`config.mk`:
```
export PLATFORM = sky130hd
export DESIGN_NAME = iec_top
export DESIGN_NICKNAME = d
export VERILOG_FILES = /design/src/shared/iec_pkg.sv /design/src/hdl/iec_top.sv
export SDC_FILE = /design/constraint.sdc
export NUM_CORES = 2
export LEC_CHECK = 0
export CORE_MARGIN = 2
export CORE_UTILIZATION = 55
export CTS_BUF_LIST = sky130_fd_sc_hd__clkbuf_16
export CTS_CLUSTER_DIAMETER = 60
export CTS_CLUSTER_SIZE = 40
export DETAILED_ROUTE_END_ITERATION = 8
export DONT_BUFFER_PORTS = 1
export GPL_ROUTABILITY_DRIVEN = 0
export PLACE_DENSITY_LB_ADDON = 0.12
export SYNTH_ARGS = -nofsm -noshare
export SYNTH_HDL_FRONTEND = slang
export SYNTH_SLANG_ARGS = --single-unit
export TNS_END_PERCENT = 5
```
`constraint.sdc`:
```
create_clock -name ref_clk -period 18.2 [get_ports ref_clk]
set_clock_uncertainty 0.05 [all_clocks]
set_input_delay 0.91 -clock ref_clk [delete_from_list [all_inputs] [get_ports ref_clk]]
set_output_delay 0.91 -clock ref_clk [all_outputs]
set_load 0.05 [all_outputs]
```
`src/shared/iec_pkg.sv`:
```
package iec_pkg;
	// ----------------------------------------------------------------
	// Bus geometry and register offsets
	// ----------------------------------------------------------------
	localparam int ADDR_W = 4;
	localparam int DATA_W = 16;
	localparam logic [3:0] REG_CTRL = 4'h0;
	localparam logic [3:0] REG_THRESH = 4'h1;
	localparam logic [3:0] REG_HYST = 4'h2;
	localparam logic [3:0] REG_FILT = 4'h3;
	localparam logic [3:0] REG_GAIN = 4'h4;
	localparam logic [3:0] REG_STATUS = 4'h5;
	localparam logic [3:0] REG_RESULT = 4'h6;
	// ----------------------------------------------------------------
	// Control and status fields
	// ----------------------------------------------------------------
	localparam int CTRL_MODE_LSB = 0;
	localparam int CTRL_MODE_MSB = 2;
	localparam int CTRL_DUAL_BIT = 3;
	localparam int CTRL_INDEX_BIT = 4;
	localparam int CTRL_START_BIT = 5;
	localparam int CTRL_STOP_BIT = 6;
	localparam int STAT_STATE_LSB = 0;
	localparam int STAT_STATE_MSB = 2;
	localparam int STAT_DET_A_BIT = 3;
	localparam int STAT_DET_B_BIT = 4;
	localparam int STAT_DET_I_BIT = 5;
	localparam int STAT_INDEX_SEEN_BIT = 6;
	typedef enum logic [2:0] {
		MODE_EVENTS = 3'h0,
		MODE_DIST_DIFF = 3'h1,
		MODE_DIST_ABS = 3'h2,
		MODE_ANG_DIFF = 3'h3,
		MODE_ANG_ABS = 3'h4
	} iec_mode_e;
	typedef enum logic [2:0] {
		ST_IDLE = 3'b001,
		ST_WAIT = 3'b010,
		ST_RUN = 3'b100
	} iec_state_e;
	localparam logic [1:0] FILT_BYPASS = 2'h0;
	localparam logic [1:0] FILT_20K = 2'h1;
	localparam logic [1:0] FILT_2K = 2'h2;
	localparam logic [1:0] FILT_200H = 2'h3;
	// ----------------------------------------------------------------
	// Timing and scaling
	// ----------------------------------------------------------------
	localparam int CLK_HZ = 25000000;
	localparam int LPF_20K_HZ = 20000;
	localparam int LPF_2K_HZ = 2000;
	localparam int LPF_200_HZ = 200;
	localparam int LPF_FRAC = 15;
	// Single pole IIR, coefficient 2*pi*fc/fs rounded to a power of two
	localparam int LPF_SHIFT_20K = $clog2(CLK_HZ / ((628 * LPF_20K_HZ) / 100));
	localparam int LPF_SHIFT_2K = $clog2(CLK_HZ / ((628 * LPF_2K_HZ) / 100));
	localparam int LPF_SHIFT_200 = $clog2(CLK_HZ / ((628 * LPF_200_HZ) / 100));
	localparam int EVENT_MAX_HZ = 500000;
	localparam int EVENT_MIN_CYC = CLK_HZ / EVENT_MAX_HZ;
	// Input word: signed, full scale 32767 codes at 10 V
	localparam int FS_MV = 10000;
	localparam int FS_CODE = 32767;
	localparam int HYST_MIN_MV = 100;
	localparam int HYST_MAX_MV = 4000;
	localparam logic [15:0] HYST_MIN_CODE = 16'((HYST_MIN_MV * FS_CODE + FS_MV - 1) / FS_MV);
	localparam logic [15:0] HYST_MAX_CODE = 16'((HYST_MAX_MV * FS_CODE) / FS_MV);
	localparam logic [15:0] THRESH_RST = 16'h0000;
	localparam logic [15:0] HYST_RST = HYST_MIN_CODE;
	localparam logic [1:0] FILT_RST = FILT_BYPASS;
	localparam int GAIN_FRAC = 8;
	localparam logic [15:0] GAIN_RST = 16'h0100;
	localparam int CNT_W = 24;
	localparam int POS_W = 32;
endpackage : iec_pkg

```
`src/hdl/iec_top.sv`:
```
// Summary of operation
// Detector goes high only above threshold plus half the hysteresis width.
// Detector goes low only below threshold minus half width; band holds state.
// Threshold spans full input range; hysteresis clamped to 100 mV to 4 V.
// Smoothing filter selects bypass, 20 kHz, 2 kHz or 200 Hz corner.
// Single-track counts pulses from track A only, never negative.
// Dual-track uses both quadrature tracks and counts up or down; in event mode the code ignores the dual bit and counts up on track A only.
// With index gating, counting stays idle until an index event.
// Without index gating, counting begins right at measurement start.
// Index detector uses the threshold and hysteresis of channel one.
// Index path always passes the fixed 20 kHz low-pass filter.
// Gated channel waiting for index reports zero at every interval.
// Index gating is disabled after reset.
// Edge counting supports event rates up to about 500 kHz.
// Each rising detector transition counts exactly one event.
// Differential distance reports interval travel scaled by gain.
// Absolute distance accumulates travel from zero at start.
// Differential angle reports interval rotation scaled by gain.
// Absolute angle accumulates rotation, zeroed at the index event.
// Event mode reports pulse count of each interval at its end; the code also scales this count by the gain register.
// Cumulative modes report running sums, differential modes interval change.
// Results are 16 bits, saturated to full scale; absolute angle mode wraps instead.
// Track A edge with B low counts up, with B high counts down.
// Interval tick latches result and restarts counter without losing edges.
//
// Added by the designer: the address-and-strobe port and the register addresses.

// ------------------------------------------------------------------
// Conditioning: synchroniser, smoothing filter, hysteresis comparator
// ------------------------------------------------------------------
module iec_cond (
	input wire logic ref_clk,
	input wire logic rst_n,
	input wire logic [15:0] sample_in,
	input wire logic [1:0] filt_sel,
	input wire logic [15:0] thresh,
	input wire logic [15:0] hyst,
	output logic det
);
	import iec_pkg::*;
	logic [15:0] s1_r;
	logic [15:0] s2_r;
	logic signed [LPF_FRAC+15:0] acc_r;
	logic signed [LPF_FRAC+16:0] dif;
	logic signed [LPF_FRAC+16:0] step;
	logic signed [15:0] y;
	logic [15:0] hyst_c;
	logic signed [16:0] upper;
	logic signed [16:0] lower;
	logic det_r;
	always_ff @(posedge ref_clk or negedge rst_n) begin
		if (!rst_n) begin
			s1_r <= 16'h0000;
			s2_r <= 16'h0000;
		end else begin
			s1_r <= sample_in;
			s2_r <= s1_r;
		end
	end
	always_comb begin
		dif = {s2_r[15], s2_r, {LPF_FRAC{1'b0}}} - {acc_r[LPF_FRAC+15], acc_r};
		case (filt_sel)
			FILT_20K: step = dif >>> LPF_SHIFT_20K;
			FILT_2K: step = dif >>> LPF_SHIFT_2K;
			FILT_200H: step = dif >>> LPF_SHIFT_200;
			default: step = dif;
		endcase
	end
	always_ff @(posedge ref_clk or negedge rst_n) begin
		if (!rst_n) begin
			acc_r <= '0;
		end else begin
			acc_r <= acc_r + step[LPF_FRAC+15:0];
		end
	end
	always_comb begin
		y = acc_r[LPF_FRAC+15:LPF_FRAC];
		hyst_c = hyst;
		if (hyst < HYST_MIN_CODE) begin
			hyst_c = HYST_MIN_CODE;
		end else if (hyst > HYST_MAX_CODE) begin
			hyst_c = HYST_MAX_CODE;
		end
		upper = {thresh[15], thresh} + {2'b00, hyst_c[15:1]};
		lower = {thresh[15], thresh} - {2'b00, hyst_c[15:1]};
	end
	// Compare as signed words: a negative sample must never look above the band
	always_ff @(posedge ref_clk or negedge rst_n) begin
		if (!rst_n) begin
			det_r <= 1'b0;
		end else if (!det_r && ($signed({y[15], y}) > upper)) begin
			det_r <= 1'b1;
		end else if (det_r && ($signed({y[15], y}) < lower)) begin
			det_r <= 1'b0;
		end
	end
	assign det = det_r;
endmodule : iec_cond

// ------------------------------------------------------------------
// Counter channel with register port
// ------------------------------------------------------------------
module iec_top (
	input wire logic ref_clk,
	input wire logic rst_n,
	input wire logic [iec_pkg::ADDR_W-1:0] reg_addr,
	input wire logic [iec_pkg::DATA_W-1:0] reg_wdata,
	input wire logic reg_wr,
	input wire logic reg_rd,
	output logic [iec_pkg::DATA_W-1:0] reg_rdata,
	input wire logic [15:0] track_a_in,
	input wire logic [15:0] track_b_in,
	input wire logic [15:0] index_in,
	input wire logic sample_tick,
	output logic [15:0] value_out,
	output logic value_valid,
	output logic running
);
	import iec_pkg::*;

	// ----------------------------------------------------------------
	// Registers
	// ----------------------------------------------------------------
	iec_mode_e mode_r;
	logic dual_r;
	logic index_en_r;
	logic [15:0] thresh_r;
	logic [15:0] hyst_r;
	logic [1:0] filt_r;
	logic [15:0] gain_r;
	logic [15:0] rdata_r;
	logic start_req;
	logic stop_req;
	assign start_req = reg_wr && reg_addr == REG_CTRL && reg_wdata[CTRL_START_BIT];
	assign stop_req = reg_wr && reg_addr == REG_CTRL && reg_wdata[CTRL_STOP_BIT];
	always_ff @(posedge ref_clk or negedge rst_n) begin
		if (!rst_n) begin
			mode_r <= MODE_EVENTS;
			dual_r <= 1'b0;
			index_en_r <= 1'b0;
			thresh_r <= THRESH_RST;
			hyst_r <= HYST_RST;
			filt_r <= FILT_RST;
			gain_r <= GAIN_RST;
		end else if (reg_wr) begin
			case (reg_addr)
				REG_CTRL: begin
					mode_r <= iec_mode_e'(reg_wdata[CTRL_MODE_MSB:CTRL_MODE_LSB]);
					dual_r <= reg_wdata[CTRL_DUAL_BIT];
					index_en_r <= reg_wdata[CTRL_INDEX_BIT];
				end
				REG_THRESH: thresh_r <= reg_wdata;
				REG_HYST: hyst_r <= reg_wdata;
				REG_FILT: filt_r <= reg_wdata[1:0];
				REG_GAIN: gain_r <= reg_wdata;
				default: ;
			endcase
		end
	end
	// ----------------------------------------------------------------
	// Signal conditioning
	// ----------------------------------------------------------------
	logic det_a;
	logic det_b;
	logic det_i;
	logic det_a_d_r;
	logic det_i_d_r;
	logic rise_a;
	logic rise_i;
	iec_cond u_cond_a (
		.ref_clk(ref_clk),
		.rst_n(rst_n),
		.sample_in(track_a_in),
		.filt_sel(filt_r),
		.thresh(thresh_r),
		.hyst(hyst_r),
		.det(det_a)
	);
	iec_cond u_cond_b (
		.ref_clk(ref_clk),
		.rst_n(rst_n),
		.sample_in(track_b_in),
		.filt_sel(filt_r),
		.thresh(thresh_r),
		.hyst(hyst_r),
		.det(det_b)
	);
	// Index shares channel one settings and a fixed 20 kHz filter
	iec_cond u_cond_i (
		.ref_clk(ref_clk),
		.rst_n(rst_n),
		.sample_in(index_in),
		.filt_sel(FILT_20K),
		.thresh(thresh_r),
		.hyst(hyst_r),
		.det(det_i)
	);
	always_ff @(posedge ref_clk or negedge rst_n) begin
		if (!rst_n) begin
			det_a_d_r <= 1'b0;
			det_i_d_r <= 1'b0;
		end else begin
			det_a_d_r <= det_a;
			det_i_d_r <= det_i;
		end
	end
	// One count per rising edge; every clock is evaluated, so far above 500 kHz
	assign rise_a = det_a && !det_a_d_r;
	assign rise_i = det_i && !det_i_d_r;
	// ----------------------------------------------------------------
	// Measurement sequencing
	// ----------------------------------------------------------------
	iec_state_e state_r;
	iec_mode_e run_mode_r;
	logic run_dual_r;
	logic index_seen_r;
	always_ff @(posedge ref_clk or negedge rst_n) begin
		if (!rst_n) begin
			state_r <= ST_IDLE;
		end else if (stop_req) begin
			state_r <= ST_IDLE;
		end else if (start_req) begin
			state_r <= reg_wdata[CTRL_INDEX_BIT] ? ST_WAIT : ST_RUN;
		end else begin
			case (state_r)
				ST_WAIT: if (rise_i) begin
					state_r <= ST_RUN;
				end
				ST_RUN: ;
				ST_IDLE: ;
				default: state_r <= ST_IDLE;
			endcase
		end
	end

	always_ff @(posedge ref_clk or negedge rst_n) begin
		if (!rst_n) begin
			run_mode_r <= MODE_EVENTS;
			run_dual_r <= 1'b0;
			index_seen_r <= 1'b0;
		end else if (start_req) begin
			run_mode_r <= iec_mode_e'(reg_wdata[CTRL_MODE_MSB:CTRL_MODE_LSB]);
			run_dual_r <= reg_wdata[CTRL_DUAL_BIT] && reg_wdata[CTRL_MODE_MSB:CTRL_MODE_LSB] != MODE_EVENTS;
			index_seen_r <= 1'b0;
		end else if (state_r == ST_WAIT && rise_i) begin
			index_seen_r <= 1'b1;
		end
	end
	// ----------------------------------------------------------------
	// Counting
	// ----------------------------------------------------------------
	logic signed [CNT_W-1:0] diff_cnt_r;
	logic signed [POS_W-1:0] pos_r;
	logic signed [CNT_W-1:0] edge_step;
	logic counting;
	logic restart;
	assign counting = state_r == ST_RUN && !start_req && !stop_req;
	assign restart = start_req || (state_r == ST_WAIT && rise_i);
	always_comb begin
		edge_step = '0;
		if (counting && rise_a) begin
			if (run_dual_r && det_b) begin
				edge_step = -CNT_W'(1);
			end else begin
				edge_step = CNT_W'(1);
			end
		end
	end
	always_ff @(posedge ref_clk or negedge rst_n) begin
		if (!rst_n) begin
			diff_cnt_r <= '0;
		end else if (restart || !counting) begin
			diff_cnt_r <= '0;
		end else if (sample_tick) begin
			diff_cnt_r <= edge_step;
		end else begin
			diff_cnt_r <= diff_cnt_r + edge_step;
		end
	end
	always_ff @(posedge ref_clk or negedge rst_n) begin
		if (!rst_n) begin
			pos_r <= '0;
		end else if (restart) begin
			pos_r <= '0;
		end else if (counting && sample_tick) begin
			pos_r <= pos_r + POS_W'(diff_cnt_r);
		end
	end

	// ----------------------------------------------------------------
	// Scaling and result
	// ----------------------------------------------------------------
	logic signed [POS_W-1:0] raw;
	logic signed [POS_W+16:0] prod;
	logic signed [POS_W+16:0] scaled;
	logic [15:0] result;
	logic [15:0] value_r;
	logic value_valid_r;
	always_comb begin
		case (run_mode_r)
			MODE_DIST_ABS, MODE_ANG_ABS: raw = pos_r + POS_W'(diff_cnt_r);
			default: raw = POS_W'(diff_cnt_r);
		endcase
		prod = raw * $signed({1'b0, gain_r});
		scaled = prod >>> GAIN_FRAC;
		if (run_mode_r == MODE_ANG_ABS) begin
			result = scaled[15:0];
		end else if (scaled > (POS_W+17)'(32767)) begin
			result = 16'h7FFF;
		end else if (scaled < -(POS_W+17)'(32768)) begin
			result = 16'h8000;
		end else begin
			result = scaled[15:0];
		end
	end

	always_ff @(posedge ref_clk or negedge rst_n) begin
		if (!rst_n) begin
			value_r <= 16'h0000;
			value_valid_r <= 1'b0;
		end else begin
			value_valid_r <= sample_tick && state_r != ST_IDLE;
			if (sample_tick && state_r == ST_WAIT) begin
				value_r <= 16'h0000;
			end else if (sample_tick && state_r == ST_RUN) begin
				value_r <= result;
			end
		end
	end

	// ----------------------------------------------------------------
	// Read port
	// ----------------------------------------------------------------
	always_ff @(posedge ref_clk or negedge rst_n) begin
		if (!rst_n) begin
			rdata_r <= 16'h0000;
		end else if (reg_rd) begin
			case (reg_addr)
				REG_CTRL: rdata_r <= {11'h000, index_en_r, dual_r, mode_r};
				REG_THRESH: rdata_r <= thresh_r;
				REG_HYST: rdata_r <= hyst_r;
				REG_FILT: rdata_r <= {14'h0000, filt_r};
				REG_GAIN: rdata_r <= gain_r;
				REG_STATUS: rdata_r <= {9'h000, index_seen_r, det_i, det_b, det_a, state_r};
				REG_RESULT: rdata_r <= value_r;
				default: rdata_r <= 16'h0000;
			endcase
		end else begin
			rdata_r <= 16'h0000;
		end
	end

	assign reg_rdata = rdata_r;
	assign value_out = value_r;
	assign value_valid = value_valid_r;
	assign running = state_r[2];
endmodule : iec_top

```
### Yosys cells after proc, flatten, opt, wreduce, memory -nomap -nowiden

Index checks and enable logic that the tools add are counted.

| cells by class | value |
|---|---|
| add/subtract/negate cells | 10 |
| multipliers | 1 |
| order comparisons | 10 |
| equality and inequality tests | 17 |
| mux-type cells | 31 |
| reduce and logical (&&, ||, !) cells | 47 |

Operators with widths:

| cell | number |
|---|---|
| 31-bit one-hot mux with 3 select lines | 2 |
| 16-bit 2-to-1 mux | 8 |
| 16-bit one-hot mux with 7 select lines | 1 |
| 24-bit 2-to-1 mux | 4 |
| 32-bit 2-to-1 mux | 3 |
| 31-bit by 31-bit subtractor with 32-bit output | 3 |
| 31-bit adder | 3 |
| 16-bit by 17-bit greater-than comparator with 1-bit output | 3 |
| 16-bit by 17-bit < comparator with 1-bit output | 3 |
| 32-bit by 17-bit multiplier with 49-bit output | 1 |
| 41-bit by 16-bit greater-than comparator with 1-bit output (second input constant) | 1 |
| 41-bit by 16-bit < comparator with 1-bit output (second input constant) | 1 |
| 32-bit by 24-bit adder with 32-bit output | 1 |
| 24-bit adder | 1 |
| 1-bit logical AND | 21 |
| 16-bit by 16-bit adder with 17-bit output | 1 |
| 16-bit by 16-bit subtractor with 17-bit output | 1 |
| 16-bit by 14-bit greater-than comparator with 1-bit output (second input constant) | 1 |
| 16-bit by 9-bit < comparator with 1-bit output (second input constant) | 1 |
| 4-bit by 3-bit == test with 1-bit output (second input constant) | 3 |
| 3-bit 2-to-1 mux | 4 |
| 2-bit AND reduction | 6 |
| 2-bit nonzero test | 6 |
| 4-bit by 2-bit == test with 1-bit output (second input constant) | 2 |
| other kinds (15) | 35 |

| word-level totals | value |
|---|---|
| bits in registers | 346 |
| bits of input ports | 73 |
| word-level logic and storage cells | 146 |

### Depth between registers and ports, before layout

| depth | value |
|---|---|
| depth in word-level cells | 11 |
| gate-level depth with buffers | 43 |

### Cells and area by module

Synthesis repeated with hierarchy kept, for this count alone.

| second synthesis, totals | value |
|---|---|
| cells, all modules | 5620 |
| area, all modules | 49356.1 um^2 |

By module, submodules not included:

| module | times used | cells an instance | area each (um^2) | sequential area each (um^2) |
|---|---|---|---|---|
| iec_top | 1 | 3147 | 28184.5 | 3860.0 |
| iec_cond (u_cond_b) | 1 | 835 | 7135.6 | 1601.5 |
| iec_cond (u_cond_a) | 1 | 822 | 7041.8 | 1601.5 |
| iec_cond (u_cond_i) | 1 | 816 | 6994.2 | 1601.5 |

### Worst setup path after synthesis

OpenSTA, ideal clock, no wires.

| timing | value |
|---|---|
| path type | register to register |
| from | register diff_cnt_r[6] |
| to | register value_r[10], in the netlist value_out[10] |
| arrival time | 9677 ps |
| slack | 8347 ps |
| cell stages (with the launch flop) | 39 |
| path buffers | 3 |
| path through | dfrtp_1 > ha_1 > nand4_1 > or4_1 > a211oi_1 > o21ai_1 > o211ai_1 > a211oi_1 > o41ai_2 > xor2_1 > nand2_1 > xnor2_1 > clkbuf_1 > and2_1 > fa_1 > inv_1 > fa_1 > inv_1 > (+3 left out) > inv_1 > fa_1 > inv_1 > ha_1 > buf_2 > a211oi_1 > o211ai_1 > a21oi_1 > nand3_1 > o211ai_2 > nand2_1 > xnor2_1 > or4_1 > nand4bb_1 > nor4_4 > nor3_2 > buf_6 > a221o_1 |

| on the way | value |
|---|---|
| longest elaborated chain between the ends | 9 |
| elaborated cells on any way between the ends | 10 |

Ends and longest elaborated chain:

| what | line | text |
|---|---|---|
| start: declaration | iec_top.sv:252 | `logic signed [CNT_W-1:0] diff_cnt_r;` |
| start signal: assignment | iec_top.sv:275 | `diff_cnt_r <= edge_step;` |
| start signal: assignment | iec_top.sv:277 | `diff_cnt_r <= diff_cnt_r + edge_step;` |
| 32-bit by 24-bit adder with 32-bit output | iec_top.sv:301 | `MODE_DIST_ABS, MODE_ANG_ABS: raw = pos_r + POS_W'(diff_cnt_r);` |
| 32-bit 2-to-1 mux (*) | iec_top.sv:300 | `case (run_mode_r)` |
| 32-bit by 17-bit multiplier with 49-bit output (*) | iec_top.sv:304 | `prod = raw * $signed({1'b0, gain_r});` |
| 41-bit by 16-bit < comparator with 1-bit output | iec_top.sv:310 | `end else if (scaled < -(POS_W+17)'(32768)) begin` |
| 16-bit 2-to-1 mux | iec_top.sv:310 |  |
| 16-bit 2-to-1 mux | iec_top.sv:308 | `end else if (scaled > (POS_W+17)'(32767)) begin` |
| 16-bit 2-to-1 mux (*) | iec_top.sv:306 | `if (run_mode_r == MODE_ANG_ABS) begin` |
| 16-bit 2-to-1 mux (*) | iec_top.sv:325 | `end else if (sample_tick && state_r == ST_RUN) begin` |
| 16-bit 2-to-1 mux (*) | iec_top.sv:323 | `if (sample_tick && state_r == ST_WAIT) begin` |
| end signal: assignment | iec_top.sv:326 | `value_r <= result;` |
| end: declaration | iec_top.sv:297 | `logic [15:0] value_r;` |

Every way passes the cells marked *; elsewhere a longest branch is shown, timed or not. The select of a mux whose other input is x is not followed.
A chain may end at the register's enable or synchronous reset.

### Final worst setup path

| timing | value |
|---|---|
| from | register diff_cnt_r[8] |
| to | register value_r[14], in the netlist value_out[14] |

The elaborated chain is that of the path after synthesis.

==> impl_metrics.tcl <==
set metrics [dict create \
    wirelength_mm 119 \
    layout_setup_ws_ns 7.21 \
    root_buffer "clkbuf_16" \
    clk_pin_slew_ns 0.07 \
    htree_levels 2 \
    tightest_slew_ns 1.06 \
    io-pin-count 107 \
    synth_area_leaders "fa_1 23%, dfrtp_1 20%, ha_1 13%" \
    die_w_um 286 \
    die_h_um 286 \
    grt_pass1_vias 34200 \
    worstSetupStartpoint "diff_cnt_r[8]" \
    ys_warn_count 0 \
    slowest_stage "fa_1" \
    final_common_cell "inv_1" \
    final_core_util_pct 58.6 \
    tritoncts "built" \
    ys_types 95 \
    path_class "reg2reg" \
    grt_max_degree 317 \
    yosys.area_share.adder_pct 35.2 \
    viasPerCell 5.84 \
    final_area_sq_mm 0.0462 \
    grt_pass1_wl_mm 192 \
    dp_slack_ns 7.27 \
    vias 33700 \
    dp_cells 5696 \
    cpLargestDelayFamily "adder cells" \
    ys_seq_area_share_pct 19.8 \
    finalSetupViolCount 0 \
    synth.area.mux_share_pct 2.81 \
    drt-wirelength-per-cell_um 20.6 \
    synth_top_area_share_pct 22.6 \
    synth_top_family_by_area "adder cells" \
    post_cts_buffers 0 \
    fmax_ghz 0.0910 \
    syn_area_per_cell_sq_um 9.15 \
    syn2layout_area_growth_pct 5.75 \
    cts_buffer_depth 3 \
    path_buf_inv 5 \
    hold_viol_final 0 \
    synth-edff-count 0 \
    track_usage_pct 29.9 \
    fin_cells 5774 \
    synth_area_leader_cell "fa_1" \
    first_iter_violations 2535 \
    fillers 7109 \
    multi_input_area_sq_mm 0.0317 \
    async_reset_ff_share_pct 100 \
    ant_nets 0 \
    maxCapViolations 0 \
    start_util_pct 55.4 \
    synthFlopType "dfrtp_1" \
    drive_gt1_share_pct 5.25 \
    syn_inst 4774 \
    peakVddDrop_uv 86.7 \
    worstPathArrival_ns 11.47 \
    endpoint_kind "register" \
    slew_headroom_pct 29.7 \
    dieArea_sq_mm 0.0817 \
    rows 103 \
    port_buffers 0 \
    outcome "complete, no violations" \
    numCtsBuffers 39 \
    total_power_mw 6.77 \
    seq_area_sq_mm 0.00867 \
    post-route-drc-count 0 \
    synthXorXnorAreaFrac_pct 5.46 \
    final_cell_mix "719 x inv_1, 571 x nand2_1, 494 x fa_1" \
    reg2reg_from "diff_cnt_r[8]" \
    crit_required_ns 18.68 \
    place_area_sq_mm 0.0447 \
    clk_latency_ns 0.59 \
    antenna_found_initial 8 \
    min_path_type "in2async" \
    syn_area_sq_mm 0.0437 \
    rsz0062_at_grt "false" \
    final_nets 5695 \
    p_leak_nw 22.8 \
    first_pass_iters 5 \
    powerDensity_mw_per_mm2 147 \
    timing.final.crit_share_pct 60.4 \
    maxSlewViolCount 0 \
    cts.sinks 346 \
    core_sq_mm 0.0789 \
    synth_seq_cells 346 \
    grt_overflow 0 \
    whs_ns 0.112 \
    cp-start-kind "register" \
    crit_top_cell "fa_1" \
    synth_simple_gate_area_share_pct 15.1 \
    fin_crit_ns 10.99 \
    tns_ns 0 \
    critPathMaxStageDelay_ns 0.61 \
    dp_hpwl_mm 91.9 \
    synth_compound_area_share_pct 13.9 \
    critPathMaxFanout 22 \
]
worst reg2reg max path: cells and delay by family (launching register included):
kind	cells	cell delay (ns)
buffers and inverters	5	0.52
XOR/XNOR	3	0.45
adder cells (fa/ha/maj)	8	3.98
AO/OA/AOI/OAI	11	3.31
AND/OR/NAND/NOR	9	2.24
flip-flops	1	0.40
report_power, final:
group,internal (mW),total (mW),switching (mW),leakage [nW]
logic,1.92,4.43,2.51,17.8
registers,1.01,1.44,0.433,4.22
clock network,0.496,0.901,0.405,0.713
timing repair:
action,in CTS,in global routing
hold endpoints to repair,316,0
hold buffers,2,0
resized for setup,0,0
path summary, 6_finish.rpt:
check,to,slack (ns),cells after the start
max in group asynchronous,gain_r[3],16.55,2
min in group ref_clk,u_cond_a.s1_r[5],0.28,0
worst min-delay path,gain_r[8],0.11,0
worst max-delay path,value_out[14],7.21,36
worst max register to register,value_out[14],7.21,36
worst min register to register,u_cond_i.s2_r[15],0.29,0
logic make-up after synthesis:
family                     after synthesis
and+or+nand+nor                       1350
adders and majority gates              932
AOI/OAI and AO/OA                      907
buffers and inverters                  880
DFF                                    346
xor gates and xnor gates               271
muxes                                   86
other                                    2
sequential cells by signal, indices dropped and copies added (netlist names), 2 cells and up:
| signal | flops |
|---|---|
| reg_rdata | 16 |
| value_out | 16 |
| u_cond_a.s1_r | 16 |
| gain_r | 16 |
| u_cond_i.s1_r | 16 |
| u_cond_i.acc_r | 31 |
| pos_r | 32 |
| state_r | 3 |
| run_mode_r | 3 |
| u_cond_a.s2_r | 16 |
| thresh_r | 16 |
| u_cond_b.s1_r | 16 |
| u_cond_a.acc_r | 31 |
| filt_r | 2 |
| diff_cnt_r | 24 |
| u_cond_b.s2_r | 16 |
| u_cond_i.s2_r | 16 |
| hyst_r | 16 |
| mode_r | 3 |
| u_cond_b.acc_r | 31 |
cell usage after synthesis, drive strengths merged, types with 89 or more instances:
cell type  count
clkbuf       134
o21ai        149
ha           438
xnor2        179
fa           494
and2         237
a21oi        253
xor2          91
nor2         152
a21o          89
nand2        571
inv          721
dfrtp        341
routing by layer:
layer | share of wire, % | vias up | routed length (um) | global-route usage, %
met2 | 47 | 1116 | 55500 | 49.0
met3 | 7.1 | 278 | 8460 | 5.54
met5 | 0.054 | - | 64 | 0
li1 | - | 15700 | - | -
met1 | 42 | 16600 | 50200 | 39.6
met4 | 4.1 | 10 | 4880 | 11.0
cell type report:
class	instances	share of cell area (%)
antenna	3	0.0162
clock buffer	39	2.11
clock inverter	33	1.07
inverter	721	5.86
multi-input combinational	3550	68.7
sequential	346	18.8
tap	1050	2.84
timing repair buffer	32	0.634
Power figures use the tool's default switching activity.
